==> config.mk <==
export PLATFORM = sky130hd
export DESIGN_NAME = ctpc_device_flat
export DESIGN_NICKNAME = d
export VERILOG_FILES = /design/src/core/ctpc_pkg.sv /design/src/core/ctpc_link_if.sv /design/src/core/ctpc_delay_line.sv /design/src/core/ctpc_device.sv /design/src/flat_wrapper.sv
export SDC_FILE = /design/constraint.sdc
export NUM_CORES = 1
export LEC_CHECK = 0
export BUFFER_PORTS_ARGS = -buffer_cell sky130_fd_sc_hd__clkbuf_2
export CORE_AREA = 2 2 92 94
export DETAILED_ROUTE_END_ITERATION = 8
export DIE_AREA = 0 0 94 96
export PLACE_DENSITY_LB_ADDON = 0.12
export SETUP_SLACK_MARGIN = 0.2
export SYNTH_ARGS = -nofsm -noshare
export SYNTH_HDL_FRONTEND = slang
export SYNTH_HIERARCHICAL = 1
export SYNTH_SLANG_ARGS = --single-unit
==> constraint.sdc <==
create_clock -name clk -period 1.58 [get_ports clk]
set_input_delay 0.237 -clock clk [delete_from_list [all_inputs] [get_ports clk]]
set_output_delay 0.237 -clock clk [all_outputs]
set_load 0.02 [all_outputs]
==> src/core/ctpc_pkg.sv <==
// Package for the timing and power control block: register offsets, field
// positions, reset values and cycle counts shared by both ends.
// Assumes a single 20 MHz clock shared by device and host ends.
package ctpc_pkg;
  localparam int unsigned ADDR_W = 12;
  localparam int unsigned DATA_W = 28;
  // Register offsets
  localparam logic [11:0] REG_POWER = 12'h000;
  localparam logic [11:0] REG_SOFT_RESET = 12'h010;
  localparam logic [11:0] REG_CLK_OUT_EN = 12'h011;
  localparam logic [11:0] REG_TCORE_RST = 12'h014;
  localparam logic [11:0] REG_PAT_COUNT = 12'h028;
  localparam logic [11:0] REG_FIELD_COUNT = 12'h02A;
  localparam logic [11:0] REG_CLAMP_MASK = 12'h819;
  // Field positions and reset values
  localparam int unsigned PWR_STATE_LSB = 0;
  localparam int unsigned REFBUF_PD_BIT = 2;
  localparam logic [27:0] POWER_RESET = 28'h0000007;
  localparam logic [27:0] ZERO_RESET = 28'h0000000;
  localparam logic [27:0] ONE_RESET = 28'h0000001;
  localparam logic [27:0] SCP_MAX = 28'h1000800;
  localparam logic [27:0] TOGGLE_MAX = 28'h3FFFFFF;
  // Power states
  localparam logic [1:0] PWR_NORMAL = 2'h0;
  localparam logic [1:0] PWR_REF_STANDBY = 2'h1;
  // Line sync pipeline: first capture plus internal delay to counter reset
  localparam int unsigned HCNT_RESET_CYC = 12;
  localparam int unsigned HCNT_W = 13;
  // Shutdown exit settle time before timing core reset
  localparam int unsigned SETTLE_US = 100;
  localparam int unsigned CLK_MHZ = 20;
  localparam int unsigned SETTLE_CYC = SETTLE_US * CLK_MHZ;
endpackage

==> src/core/ctpc_link_if.sv <==
// Link between host end and device end: register write strobe and syncs.
// Assumes both ends share clk.
`timescale 1ns/1ps
interface ctpc_link_if;
  logic wr_en;
  logic [11:0] wr_addr;
  logic [27:0] wr_data;
  logic field_sync_n;
  logic line_sync_n;
  modport device (input wr_en, input wr_addr, input wr_data, input field_sync_n,
    input line_sync_n);
  modport host (output wr_en, output wr_addr, output wr_data, output field_sync_n,
    output line_sync_n);
endinterface

==> src/core/ctpc_delay_line.sv <==
// Fixed-length pulse delay line used for the line sync pipeline.
// Assumes a synchronous active-high reset.
`timescale 1ns/1ps
module ctpc_delay_line #(
  parameter int unsigned DEPTH = 12
) (
  input wire logic clk,
  input wire logic srst,
  input wire logic din,
  output logic dout
);
  logic [DEPTH-1:0] pipe_q;

  // The shift below needs at least two stages
  if (DEPTH < 2) begin : g_bad_depth
    $error("DEPTH must be at least 2");
  end

  // Shift the pulse by one stage per clock
  always_ff @(posedge clk) begin
    if (srst) begin
      pipe_q <= '0;
    end else begin
      pipe_q <= {pipe_q[DEPTH-2:0], din};
    end
  end

  assign dout = pipe_q[DEPTH-1];
endmodule // ctpc_delay_line

==> src/core/ctpc_device.sv <==
// Device end: power-state decode, output drive levels, soft reset, timing
// core reset and horizontal counter resync to line sync.
// Assumes host writes arrive as one-cycle strobes synchronous to clk.
// Operation
// Power field: 00 normal, 01 standby, 1x shutdown
// Output enable beats standby; shutdown beats enable
// Shutdown default: clocks high-Z, data low
// Enable low: H1 H3 HL RG low, H2 H4 high
// Host waits 100 us before core reset
// Reference buffer powerdown defaults set; host clears
// Host toggles core reset after clock change
// Line sync falls with or after field sync
// Host holds syncs idle during start-up writes
// Counter resets 12 cycles after line sync
// Line sync captured twice before internal use
// Counter reset at data edge, 13 or 14 edges
// Host follows recommended start-up register load
// Unused toggles programmed zero or maximum
// Clamp mask at highest position means no mask
// Soft reset restores defaults and self-clears
// Writing one to core reset starts core
// Output enable applies at next sync falling edge
// Core held idle while core reset bit zero
`timescale 1ns/1ps
module ctpc_device #(
  parameter int unsigned HCNT_MAX = 4095
) (
  input wire logic clk,
  input wire logic srst,
  ctpc_link_if.device link,
  input wire logic data_edge_late,
  input wire logic [ctpc_pkg::HCNT_W-1:0] clamp_start,
  input wire logic [ctpc_pkg::HCNT_W-1:0] clamp_end,
  output logic [3:0] hclk_out,
  output logic [3:0] hclk_oe,
  output logic last_hclk_out,
  output logic last_hclk_oe,
  output logic reset_gate_out,
  output logic reset_gate_oe,
  output logic data_out_zero,
  output logic front_end_on,
  output logic reference_only_on,
  output logic reference_buffer_on,
  output logic timing_core_active,
  output logic [ctpc_pkg::HCNT_W-1:0] hcount,
  output logic hcount_reset,
  output logic black_clamp_pulse
);
  import ctpc_pkg::*;

  logic [27:0] power_q;
  logic soft_reset_hit;
  logic clk_out_en_q;
  logic clk_out_live_q;
  logic tcore_rst_q;
  logic [27:0] pat_count_q;
  logic [27:0] field_count_q;
  logic [27:0] clamp_mask_q;
  logic line_cap_q;
  logic line_prev_q;
  logic field_prev_q;
  logic line_fall;
  logic field_fall;
  logic line_fall_dly;
  logic late_q;
  logic [HCNT_W-1:0] hcount_q;
  logic [1:0] pwr_state;
  logic shutdown;
  logic standby;
  logic wr;
  logic regs_clr;

  // Counter must be able to hold its ceiling
  if (HCNT_MAX >= (1 << HCNT_W)) begin : g_bad_hcnt_max
    $error("HCNT_MAX exceeds counter width");
  end

  assign wr = link.wr_en;
  assign regs_clr = srst | soft_reset_hit;
  assign pwr_state = power_q[PWR_STATE_LSB +: 2];
  // Decode of the two-bit power field
  assign shutdown = pwr_state[1];
  assign standby = (pwr_state == PWR_REF_STANDBY);

  // Power register: shutdown and buffer powerdown are the reset state
  always_ff @(posedge clk) begin
    if (regs_clr) begin
      power_q <= POWER_RESET;
    end else if (wr && link.wr_addr == REG_POWER) begin
      power_q <= link.wr_data;
    end
  end

  // Soft reset acts at the edge that takes the write and leaves no bit set,
  // so a write right behind it in a back-to-back burst is kept
  assign soft_reset_hit = wr && link.wr_addr == REG_SOFT_RESET && link.wr_data[0];

  // Control registers; a soft reset clears them with the rest
  always_ff @(posedge clk) begin
    if (regs_clr) begin
      clk_out_en_q <= 1'b0;
      tcore_rst_q <= 1'b0;
      pat_count_q <= ZERO_RESET;
      field_count_q <= ZERO_RESET;
      clamp_mask_q <= SCP_MAX;
    end else if (wr) begin
      if (link.wr_addr == REG_CLK_OUT_EN) clk_out_en_q <= link.wr_data[0];
      if (link.wr_addr == REG_TCORE_RST) tcore_rst_q <= link.wr_data[0];
      if (link.wr_addr == REG_PAT_COUNT) pat_count_q <= link.wr_data;
      if (link.wr_addr == REG_FIELD_COUNT) field_count_q <= link.wr_data;
      if (link.wr_addr == REG_CLAMP_MASK) clamp_mask_q <= link.wr_data;
    end
  end

  // Sync edge detect; line sync taken on the rising clock edge first
  always_ff @(posedge clk) begin
    if (srst) begin
      line_cap_q <= 1'b1;
      line_prev_q <= 1'b1;
      field_prev_q <= 1'b1;
    end else begin
      line_cap_q <= link.line_sync_n;
      line_prev_q <= line_cap_q;
      field_prev_q <= link.field_sync_n;
    end
  end

  assign line_fall = line_prev_q & ~line_cap_q;
  assign field_fall = field_prev_q & ~link.field_sync_n;

  // Enable only goes live at a line or field sync falling edge, so a line is never cut
  always_ff @(posedge clk) begin
    if (regs_clr) begin
      clk_out_live_q <= 1'b0;
    end else if (field_fall || line_fall) begin
      clk_out_live_q <= clk_out_en_q;
    end
  end

  // Second capture plus pipeline; the late data edge adds one cycle
  ctpc_delay_line #(
    .DEPTH(HCNT_RESET_CYC - 1)
  ) u_line_pipe (
    .clk(clk),
    .srst(srst),
    .din(line_fall),
    .dout(line_fall_dly)
  );

  always_ff @(posedge clk) begin
    if (srst) begin
      late_q <= 1'b0;
    end else begin
      late_q <= line_fall_dly;
    end
  end

  // 12 cycles nominal (13 edges), 13 cycles when data edge is late
  assign hcount_reset = data_edge_late ? late_q : line_fall_dly;

  // Horizontal counter: held while the core is off or in reset
  always_ff @(posedge clk) begin
    if (srst || !tcore_rst_q || shutdown) begin
      hcount_q <= '0;
    end else if (hcount_reset) begin
      hcount_q <= '0;
    end else if (hcount_q != HCNT_W'(HCNT_MAX)) begin
      hcount_q <= hcount_q + 1'b1;
    end
  end

  assign hcount = hcount_q;
  assign timing_core_active = tcore_rst_q && !shutdown;

  // Clamp pulse; a mask at the top position disables masking
  always_ff @(posedge clk) begin
    if (srst || !timing_core_active) begin
      black_clamp_pulse <= 1'b0;
    end else begin
      black_clamp_pulse <= (hcount_q >= clamp_start) && (hcount_q < clamp_end)
        && ((clamp_mask_q == SCP_MAX)
        || (hcount_q < clamp_mask_q[HCNT_W-1:0]));
    end
  end

  // Output drive: shutdown first, then enable over standby
  always_comb begin
    hclk_oe = 4'hF;
    last_hclk_oe = 1'b1;
    reset_gate_oe = 1'b1;
    data_out_zero = 1'b1;
    hclk_out = 4'hA; // H2 and H4 high, H1 and H3 low
    last_hclk_out = 1'b0;
    reset_gate_out = 1'b0;
    if (shutdown) begin
      hclk_oe = 4'h0;
      last_hclk_oe = 1'b0;
      reset_gate_oe = 1'b0;
      hclk_out = 4'h0;
    end else if (clk_out_live_q && timing_core_active) begin
      data_out_zero = 1'b0;
      hclk_out = {~hcount_q[0], hcount_q[0], ~hcount_q[0], hcount_q[0]};
      last_hclk_out = hcount_q[0];
      reset_gate_out = ~hcount_q[0];
    end
  end

  // Front end power; standby keeps only reference buffers
  assign front_end_on = (pwr_state == PWR_NORMAL);
  assign reference_only_on = standby;
  assign reference_buffer_on = !shutdown && !power_q[REFBUF_PD_BIT];
endmodule // ctpc_device

==> src/flat_wrapper.sv <==
// flat-port wrapper written by rule: the top's interface ports become plain ports
module ctpc_device_flat import ctpc_pkg::*;
#(
  parameter int unsigned HCNT_MAX = 4095
)
  (clk, srst, data_edge_late, clamp_start, clamp_end, hclk_out, hclk_oe, last_hclk_out, last_hclk_oe, reset_gate_out, reset_gate_oe, data_out_zero, front_end_on, reference_only_on, reference_buffer_on, timing_core_active, hcount, hcount_reset, black_clamp_pulse, link_wr_en, link_wr_addr, link_wr_data, link_field_sync_n, link_line_sync_n);
  ctpc_link_if link_i ();
  input wire logic clk;
  input wire logic srst;
  input wire logic data_edge_late;
  input wire logic [ctpc_pkg::HCNT_W-1:0] clamp_start;
  input wire logic [ctpc_pkg::HCNT_W-1:0] clamp_end;
  output logic [3:0] hclk_out;
  output logic [3:0] hclk_oe;
  output logic last_hclk_out;
  output logic last_hclk_oe;
  output logic reset_gate_out;
  output logic reset_gate_oe;
  output logic data_out_zero;
  output logic front_end_on;
  output logic reference_only_on;
  output logic reference_buffer_on;
  output logic timing_core_active;
  output logic [ctpc_pkg::HCNT_W-1:0] hcount;
  output logic hcount_reset;
  output logic black_clamp_pulse;
  input wire logic [$bits(link_i.wr_en)-1:0] link_wr_en;
  input wire logic [$bits(link_i.wr_addr)-1:0] link_wr_addr;
  input wire logic [$bits(link_i.wr_data)-1:0] link_wr_data;
  input wire logic [$bits(link_i.field_sync_n)-1:0] link_field_sync_n;
  input wire logic [$bits(link_i.line_sync_n)-1:0] link_line_sync_n;
  assign link_i.wr_en = link_wr_en;
  assign link_i.wr_addr = link_wr_addr;
  assign link_i.wr_data = link_wr_data;
  assign link_i.field_sync_n = link_field_sync_n;
  assign link_i.line_sync_n = link_line_sync_n;
  ctpc_device #(.HCNT_MAX(HCNT_MAX)) u_core (.clk(clk), .srst(srst), .link(link_i), .data_edge_late(data_edge_late), .clamp_start(clamp_start), .clamp_end(clamp_end), .hclk_out(hclk_out), .hclk_oe(hclk_oe), .last_hclk_out(last_hclk_out), .last_hclk_oe(last_hclk_oe), .reset_gate_out(reset_gate_out), .reset_gate_oe(reset_gate_oe), .data_out_zero(data_out_zero), .front_end_on(front_end_on), .reference_only_on(reference_only_on), .reference_buffer_on(reference_buffer_on), .timing_core_active(timing_core_active), .hcount(hcount), .hcount_reset(hcount_reset), .black_clamp_pulse(black_clamp_pulse));
endmodule
==> results of run 1 <==
[logic make-up after synthesis]
group | Yosys count | synth area share
compound gates | 54 | 0.0942
flops | 63 | 0.361
simple gates | 133 | 0.207
xor+xnor | 8 | 0.0201
mux | 33 | 0.0949
buf+inv | 62 | 0.0867
fa+ha+maj | 38 | 0.136
[flip-flops by register name, summed over array words and instances, names as in the netlist]
| signal | cells |
|---|---|
| u_core/u_line_pipe/pipe_q | 11 |
| u_core/clk_out_en_q | 1 |
| u_core/line_prev_q | 1 |
| u_core/clk_out_live_q | 1 |
| u_core/clamp_mask_q | 28 |
| u_core/late_q | 1 |
| u_core/black_clamp_pulse | 1 |
| u_core/tcore_rst_q | 1 |
| u_core/field_prev_q | 1 |
| u_core/power_q | 3 |
| u_core/line_cap_q | 1 |
| u_core/hcount | 13 |
[how the worst min path moves through the flow]
stage | end | slack, ns | depth (start not counted)
4_1_cts | u_core/field_prev_q | 0.09 | 2
5_1_grt | u_core/line_cap_q | 0.08 | 2
6_report | u_core/line_cap_q | 0.09 | 2
3_5_place_dp | u_core/u_line_pipe/pipe_q[9] | 0.43 | 1
3_3_place_gp | u_core/u_line_pipe/pipe_q[3] | 0.42 | 1
2_1_floorplan | u_core/line_cap_q | 0.34 | 1
[cell type report]
class	count	share of cell area
multi-input cells	266	0.447
flip-flops and latches	63	0.245
repair buffers	159	0.217
inverters	43	0.0310
clock buffers	10	0.0277
well taps	105	0.0244
clock inverters	6	0.00768
[Yosys cell counts (all sizes together), types with 2 or more instances]
cell type | number | share of area
dfxtp | 63 | 0.36
nor2 | 50 | 0.054
inv | 43 | 0.046
ha | 38 | 0.14
mux2i | 32 | 0.092
nand2 | 21 | 0.023
a21oi | 19 | 0.027
nor2b | 17 | 0.040
buf | 16 | 0.037
o21ai | 13 | 0.019
nand3 | 9 | 0.013
nand4 | 8 | 0.014
xnor2 | 8 | 0.020
nor4 | 7 | 0.014
a211oi | 6 | 0.013
nor3 | 5 | 0.0086
a31oi | 4 | 0.0072
or2 | 4 | 0.0072
a2111oi | 3 | 0.0082
a21o | 3 | 0.0064
clkbuf | 3 | 0.0032
or3 | 3 | 0.0068
nand2b | 2 | 0.0036
nor4b | 2 | 0.0050
o211ai | 2 | 0.0043
[stage by stage]
step,TNS [ns],util,instance area [um^2],setup WS [ns]
floorplan,-0.158,-,3740,-0.0427
global placement,-4.55,0.553,4450,-0.196
detailed placement,-5.79,0.553,4450,-0.251
CTS,0,0.625,5030,0.0307
global route,-0.0194,0.667,5370,-0.0194
finish,0,0.667,5370,0.0430
[power groups by stage]
stage,clock network [uW],registers (uW),logic [uW]
after floorplan,0,1610,92.8
after global placement,0,1610,213
after detailed placement,0,1610,220
after CTS,1370,1570,230
after global routing,1450,1570,279
final,1330,1570,249
[timing repair]
action	in CTS	in global routing
setup endpoints to repair	50	51
hold buffers	0	0
gates cloned	2	2
resized for setup	39	56
buffers inserted	19	7
hold endpoints to repair	0	0
pin swaps	15	26
[critical path, cell delays in order (launching register included)]
cell and delay, ns:
dfxtp_4 0.39, ha_4 0.18, nand2_4 0.09, nor3_4 0.06, buf_6 0.13, a2111oi_4 0.36, xnor2_1 0.17, nor2_1 0.06
[layer usage]
layer / global-route usage / part of all wire
met1: 0.244 / 0.45
met2: 0.342 / 0.49
met3: 0.0509 / 0.047
met4: 0.0688 / 0.018
met5: 0 / 0
==> flow_summary.ini, run 1 <==
[cts]
path_clk_slew_ns = 0.08
cts_buffers = 9
clock_sinks = 63
cts_root_buf = clkbuf_8
insertion_delay_ns = 0.34
h-tree-depth = 3
clock_path_buffers = 2
cts_tree = built

[power_and_ir_drop]
irDropWorstVdd_v = 0.000482
leakage_uw = 0.00240
power_frac_clock = 0.423
seq_power_share = 0.499
fin_total_pwr_uw = 3160
switching_share = 0.248
combPwrFrac = 0.079
powerDensity_nw_per_um2 = 588
p_int_uw = 2370
p_switching_uw = 783

[drt]
antenna_left = 0
drt-total-wl_um = 9050
drt-vias-per-instance = 4.96
drc = 0
detail_route.wl_per_cell_um = 13.9
dr.pass1.iters = 4
drtIter0Drc = 61
vias = 3236

[critical_path]
setup.worst_path.end_class = flip-flop
crit_start = u_core/hcount[1]
rr_worst_depth = 7
r2r_end = u_core/hcount[9]
criticalPathCategory = flip-flop to flip-flop
crit_path_start_kind = flip-flop
rr_startpoint = u_core/hcount[1]
critPathArrivalTime_ns = 1.77
crit_required_ns = 1.82
path_max_fanout = 7
rrSetupSlack_ns = 0.04
crit_end = u_core/hcount[9]

[logic_synthesis]
mappedNetlistArea_um2 = 3490
syn-num-nets = 501
synth.yosys.warnings = 6
async_flop_share = 0
avgSynthCellArea_um2 = 8.93
synth_cells = 391
ys_seq_area_frac = 0.361
synth_ff_type = dfxtp_1
synth_edf_count = 0
ys_seq_elements = 63
ys_types = 45

[final_layout]
drive_above_1_share = 0.499
fillers = 642
layout_commonest_cell = clkbuf_2
most-common-layout-cells = clkbuf_2, nor2_1, dfxtp_1
nNetsFinal = 652
area_growth_syn_to_layout_pct = 53.8
ff_latch_area_um2 = 1320
instances_no_fill = 652
multiInputGateArea_um2 = 2400
diodes = 0

[sta]
hold_violations = 0
rsz0062_at_grt = yes
finalSetupViolations = 0
fmax_mhz = 651
period_share = 0.973
slew_violations = 0
min_period_ns = 1.54
skew_ns = 0.0122
relSlewSlack = 0.626
tightest_slew_ns = 0.561
holdWs_ns = 0.0938

[run]
timing.max_cap.violations = 0

[die]
ioPinCount = 104
die_width_um = 94
coreArea_um2 = 8050
die_y_um = 96
rows = 33
initial_utilization = 0.434
die_area_um2 = 9020

[global_route]
grt_pass1_vias = 3108
antenna_found_initial = 0
gr-total-overflow = 0
grt_pass1_wl_um = 14000
grt_max_degree = 29
grt_use_total = 0.199

[hold_path]
hold_class = primary input to flip-flop
hold_start = link_line_sync_n

[placement]
dp_hpwl_um = 6160
place_congestion = 0.780
place_inst = 606
io_buffers = 103

[outcome]
outcome = completed
Power figures use the tool's default switching activity.
==> run 2, diff against run 1 <==
BUFFER_PORTS_ARGS = unset   (was -buffer_cell sky130_fd_sc_hd__clkbuf_2)
DONT_BUFFER_PORTS = 1   (was unset)
==> run 2 against run 1 <==
  * Clock power is 8% lower
  * Clock-buffer cell count is 2 higher
  * Largest cell class unchanged
  * Global-route usage is 1.3 points lower
  * Maximum frequency is 0.69% higher
  * Largest power group unchanged
  * Die area stayed put
  * Non-clock buffer count is 92 lower
  * Hold slack worse by 0.078 ns
==> flow_summary.ini, run 2 (synthesized netlist as in run 1, its figures left out) <==
[drt]
antenna_left = 0
drt-vias-per-instance = 5.14
drtIter0Drc = 47
drc = 0
drt-total-wl_um = 8150
dr.pass1.iters = 4
vias = 2879
detail_route.wl_per_cell_um = 14.6

[placement]
io_buffers = 0
place_area_um2 = 4030
place_congestion = 0.774
dpl_worst_slack_ns = -0.0627
dp_hpwl_um = 5800

[final_layout]
nNetsFinal = 560
layout_commonest_cell = buf_4
most-common-layout-cells = buf_4, nor2_1, dfxtp_1
diodes = 0
area_growth_syn_to_layout_pct = 35.9
top_register = u_core/clamp_mask_q
final_cell_area_um2 = 4750
drive_above_1_share = 0.382
largest_reg_flops = 28

[cts]
clock_path_buffers = 2
h-tree-depth = 3
insertion_delay_ns = 0.35
cts_root_buf = clkbuf_8
clock_sinks = 63
cts_buffers = 9
cts_tree = built
path_clk_slew_ns = 0.07

[critical_path]
slowest_delay_ns = 0.36
crit_slowest_cell = dfxtp_4
crit_chain = buf_4, ha_1, nand4_1, nor2_1, a211oi_2, nor4_1
crit_required_ns = 1.83
criticalPathCategory = flip-flop to flip-flop
crit_buf_inv = 1
setup.worst_path.end_class = flip-flop
cp_top_family = simple AND/OR/NAND/NOR gates
path_max_fanout = 5
critPathArrivalTime_ns = 1.77
crit_path_start_kind = flip-flop

[die]
rows = 33
coreArea_um2 = 8050
ioPinCount = 104
initial_utilization = 0.434
die_width_um = 94
die_area_um2 = 9020
die_y_um = 96

[sta]
fmax_mhz = 655
finalSetupViolations = 0
hold_violations = 0
setup_tns_ns = 0
period_share = 0.966
relSlewSlack = 0.474
skew_ns = 0.0138
final.setup.worst_slack_ns = 0.0535
rsz0062_at_grt = yes
tightest_slew_ns = 0.787
slew_violations = 0
min_period_ns = 1.53

[hold_path]
hold_class = primary input to flip-flop

[power_and_ir_drop]
p_int_uw = 2240
switching_share = 0.234
power_frac_clock = 0.417
irDropWorstVdd_v = 0.000501
leakage_uw = 0.00195
powerDensity_nw_per_um2 = 616
combPwrFrac = 0.045
p_switching_uw = 685
seq_power_share = 0.538

[global_route]
grt_pass1_wl_um = 13000
gr-total-overflow = 0
antenna_found_initial = 0
grt_max_degree = 29
grt_use_total = 0.186
grt_pass1_vias = 2816

[run]
timing.max_cap.violations = 0

[outcome]
outcome = completed
==> run 2: through the flow <==
stage | hold WS [ns] | utilization | std cells | total power (uW)
2_1_floorplan | 0.341 | - | 391 | 1700
3_3_place_gp | 0.303 | 0.501 | 514 | 1720
3_5_place_dp | 0.304 | 0.501 | 514 | 1720
4_1_cts | 0.0158 | 0.567 | 554 | 2950
5_1_grt | 0.00468 | 0.590 | 560 | 3050
6_report | 0.0157 | 0.590 | 560 | 2920
==> run 2: timing repair <==
action / in CTS / in global routing
hold buffers: 3 / 0
gates cloned: 0 / 1
hold endpoints to repair: 15 / 0
gates resized for setup: 36 / 25
setup buffers: 21 / 5
setup endpoints to repair: 28 / 27
pin swaps: 24 / 26
==> run 2: area by class of cell <==
cell class / instances / area (um^2)
clock buffer: 12 / 145
clock inverter: 4 / 21.3
fill: 733 / 3300
inverter: 43 / 169
multi-input combinational: 266 / 2350
sequential: 63 / 1320
tap: 105 / 131
timing repair buffer: 67 / 608
==> run 2: power by group through the flow <==
stage | sequential (uW) | clock (uW) | combinational [uW]
after floorplan | 1610 | 0 | 92.8
after global placement | 1610 | 0 | 104
after detailed placement | 1610 | 0 | 108
after CTS | 1570 | 1260 | 125
after global routing | 1570 | 1330 | 148
final | 1570 | 1220 | 132
==> run 2: worst reg2reg max path: cells and delay by family (launching register included) <==
family,cells,cell delay (ns)
buffers and inverters,1,0.16
and+or+nand+nor,3,0.55
DFF,1,0.36
AOI/OAI and AO/OA,1,0.08
adders and majority gates,1,0.29
==> run 2: worst paths after layout <==
check / from / to / slack, ns / cells after the start
worst min-delay path: link_wr_data[24] / u_core/clamp_mask_q[24] / 0.02 / 2
worst min register to register: u_core/u_line_pipe/pipe_q[2] / u_core/u_line_pipe/pipe_q[3] / 0.44 / 1
worst max-delay path: u_core/hcount[10] / u_core/black_clamp_pulse / 0.05 / 6
worst max register to register: u_core/hcount[10] / u_core/black_clamp_pulse / 0.05 / 6
==> run 2: metal layers <==
layer | track usage | share of wire | wire length [um] | vias to the layer above
met2 | 0.309 | 0.48 | 3890 | 72
met4 | 0.0725 | 0.014 | 115 | 0
met3 | 0.0548 | 0.058 | 470 | 11
li1 | - | - | - | 1464
met1 | 0.228 | 0.45 | 3680 | 1332
met5 | 0 | 0 | 0 | -
==> run 3, diff against run 2 <==
PLACE_DENSITY = 0.66   (was unset)
PLACE_DENSITY_LB_ADDON = unset   (was 0.12)
==> run 3 against run 2 <==
  * Combinational power increased by 9%
  * Flip-flop and latch count stayed put
  * Sequential power about the same
  * Non-clock buffer count grew 5
  * Total power rose by 15%
  * Critical endpoint unchanged
==> flow_summary.ini, run 3 (synthesized netlist as in run 1, its figures left out) <==
[placement]
place_area_um2 = 4060
place_congestion = 0.873
dp_hpwl_um = 5880
io_buffers = 0

[critical_path]
setup.worst_path.end_class = flip-flop
path_max_fanout = 5
crit_required_ns = 1.83
criticalPathCategory = flip-flop to flip-flop
crit_path_start_kind = flip-flop
critPathArrivalTime_ns = 1.77

[sta]
tightest_slew_ns = 0.792
min_period_ns = 1.52
rsz0062_at_grt = yes
slew_violations = 0
relSlewSlack = 0.470
period_share = 0.964
fmax_mhz = 656
hold_violations = 0
finalSetupViolations = 0
skew_ns = 0.0109

[drt]
met3_length_um = 567
drtIter0Drc = 63
dr.pass1.iters = 4
antenna_left = 0
vias = 2910
top_layer = met4
detail_route.wl_per_cell_um = 14.9
wl_met1_um = 3660
drc = 0
wl_met2_um = 4060
drt-vias-per-instance = 5.14
drt-total-wl_um = 8440

[cts]
insertion_delay_ns = 0.34
clock_path_buffers = 2
cts_root_buf = clkbuf_8
cts_buffers = 9
path_clk_slew_ns = 0.07
clock_sinks = 63
cts_tree = built
h-tree-depth = 3

[power_and_ir_drop]
irDropWorstVdd_v = 0.000547
powerDensity_nw_per_um2 = 668
leakage_uw = 0.00203
fin_total_pwr_uw = 3360

[die]
rows = 33
coreArea_um2 = 8050
die_width_um = 94
die_y_um = 96
initial_utilization = 0.434
die_area_um2 = 9020
ioPinCount = 104

[outcome]
outcome = completed

[global_route]
grt_use_total = 0.182
grt_pass1_vias = 2786
gr-total-overflow = 0
grt_max_degree = 29
antenna_found_initial = 0
grt_pass1_wl_um = 12800

[final_layout]
most-common-layout-cells = buf_4, nor2_1, dfxtp_1
layout_commonest_cell = buf_4
top_register = u_core/clamp_mask_q
fillers = 689
area_growth_syn_to_layout_pct = 44.1
final_cell_area_um2 = 5030
largest_reg_flops = 28
diodes = 0
multiInputGateArea_um2 = 2490
ff_latch_area_um2 = 1320
nNetsFinal = 566
drive_above_1_share = 0.427

[run]
timing.max_cap.violations = 0

[hold_path]
hold_class = primary input to flip-flop
==> run 3: cell types whose count changed in the layout (fill, tap and decap cells not counted), moves of 2 or more <==
cell | before | now
buf_8 | 0 | 2
buf_6 | 8 | 13
bufinv_16 | 0 | 2
clkinv_4 | 0 | 3
buf_12 | 4 | 6
ha_1 | 26 | 19
clkbuf_1 | 2 | 0
clkinv_2 | 3 | 1
buf_4 | 51 | 48
ha_4 | 12 | 18
a31oi_1 | 4 | 2
==> run 3: layer usage <==
layer / vias to the layer above / global-route usage
li1: 1464 / -
met4: 0 / 0.0725
met3: 16 / 0.0517
met2: 88 / 0.297
met5: - / 0
met1: 1342 / 0.227
==> run 3: report_power, final <==
| part | internal [uW] | switching, uW |
|---|---|---|
| Combinational | 68.0 | 76.1 |
| Clock | 989 | 658 |
| Sequential | 1570 | 1.64 |
==> run 3: cell type report <==
type                    count  share of cell area
well taps                 105              0.0261
multi-input cells         267               0.494
clock buffers              10              0.0296
flip-flops and latches     63               0.262
repair buffers             72               0.136
clock inverters             6              0.0181
inverters                  43              0.0335
==> run 3: what timing repair did <==
action / 4_1_cts / 5_1_grt
gates cloned: 1 / 0
endpoints found under the hold margin: 15 / 0
pin swaps: 20 / 26
endpoints found under the setup margin: 28 / 35
resized for setup: 41 / 49
hold buffers: 3 / 0
setup buffers: 16 / 14
==> run 3: path summary, 6_finish.rpt <==
kind | startpoint | to | slack [ns] | depth (start not counted)
setup / recovery | u_core/hcount[5] | u_core/black_clamp_pulse | 0.06 | 7
hold / removal | link_wr_data[24] | u_core/clamp_mask_q[24] | 0.03 | 2
setup reg to reg | u_core/hcount[5] | u_core/black_clamp_pulse | 0.06 | 7
hold reg to reg | u_core/u_line_pipe/pipe_q[5] | u_core/u_line_pipe/pipe_q[6] | 0.44 | 1
==> run 3: worst max-delay path, cell delays in order (launching register included) <==
cell	delay (ns)
dfxtp_4	0.37
buf_6	0.15
ha_1	0.20
a21oi_2	0.14
nor2_1	0.07
a211oi_2	0.18
o211ai_1	0.12
nor4_1	0.21
==> run 3: metrics by stage <==
step / setup slack [ns] / TNS (ns) / utilization / cells / hold WS, ns
final: 0.0566 / 0 / 0.625 / 566 / 0.0274
after global routing: -0.0772 / -0.125 / 0.625 / 566 / 0.0116
after CTS: 0.0466 / 0 / 0.578 / 552 / 0.0137
after detailed placement: -0.0896 / -1.28 / 0.504 / 516 / 0.306
after global placement: -0.0338 / -0.131 / 0.504 / 516 / 0.304
after floorplan: -0.0427 / -0.158 / - / 391 / 0.341
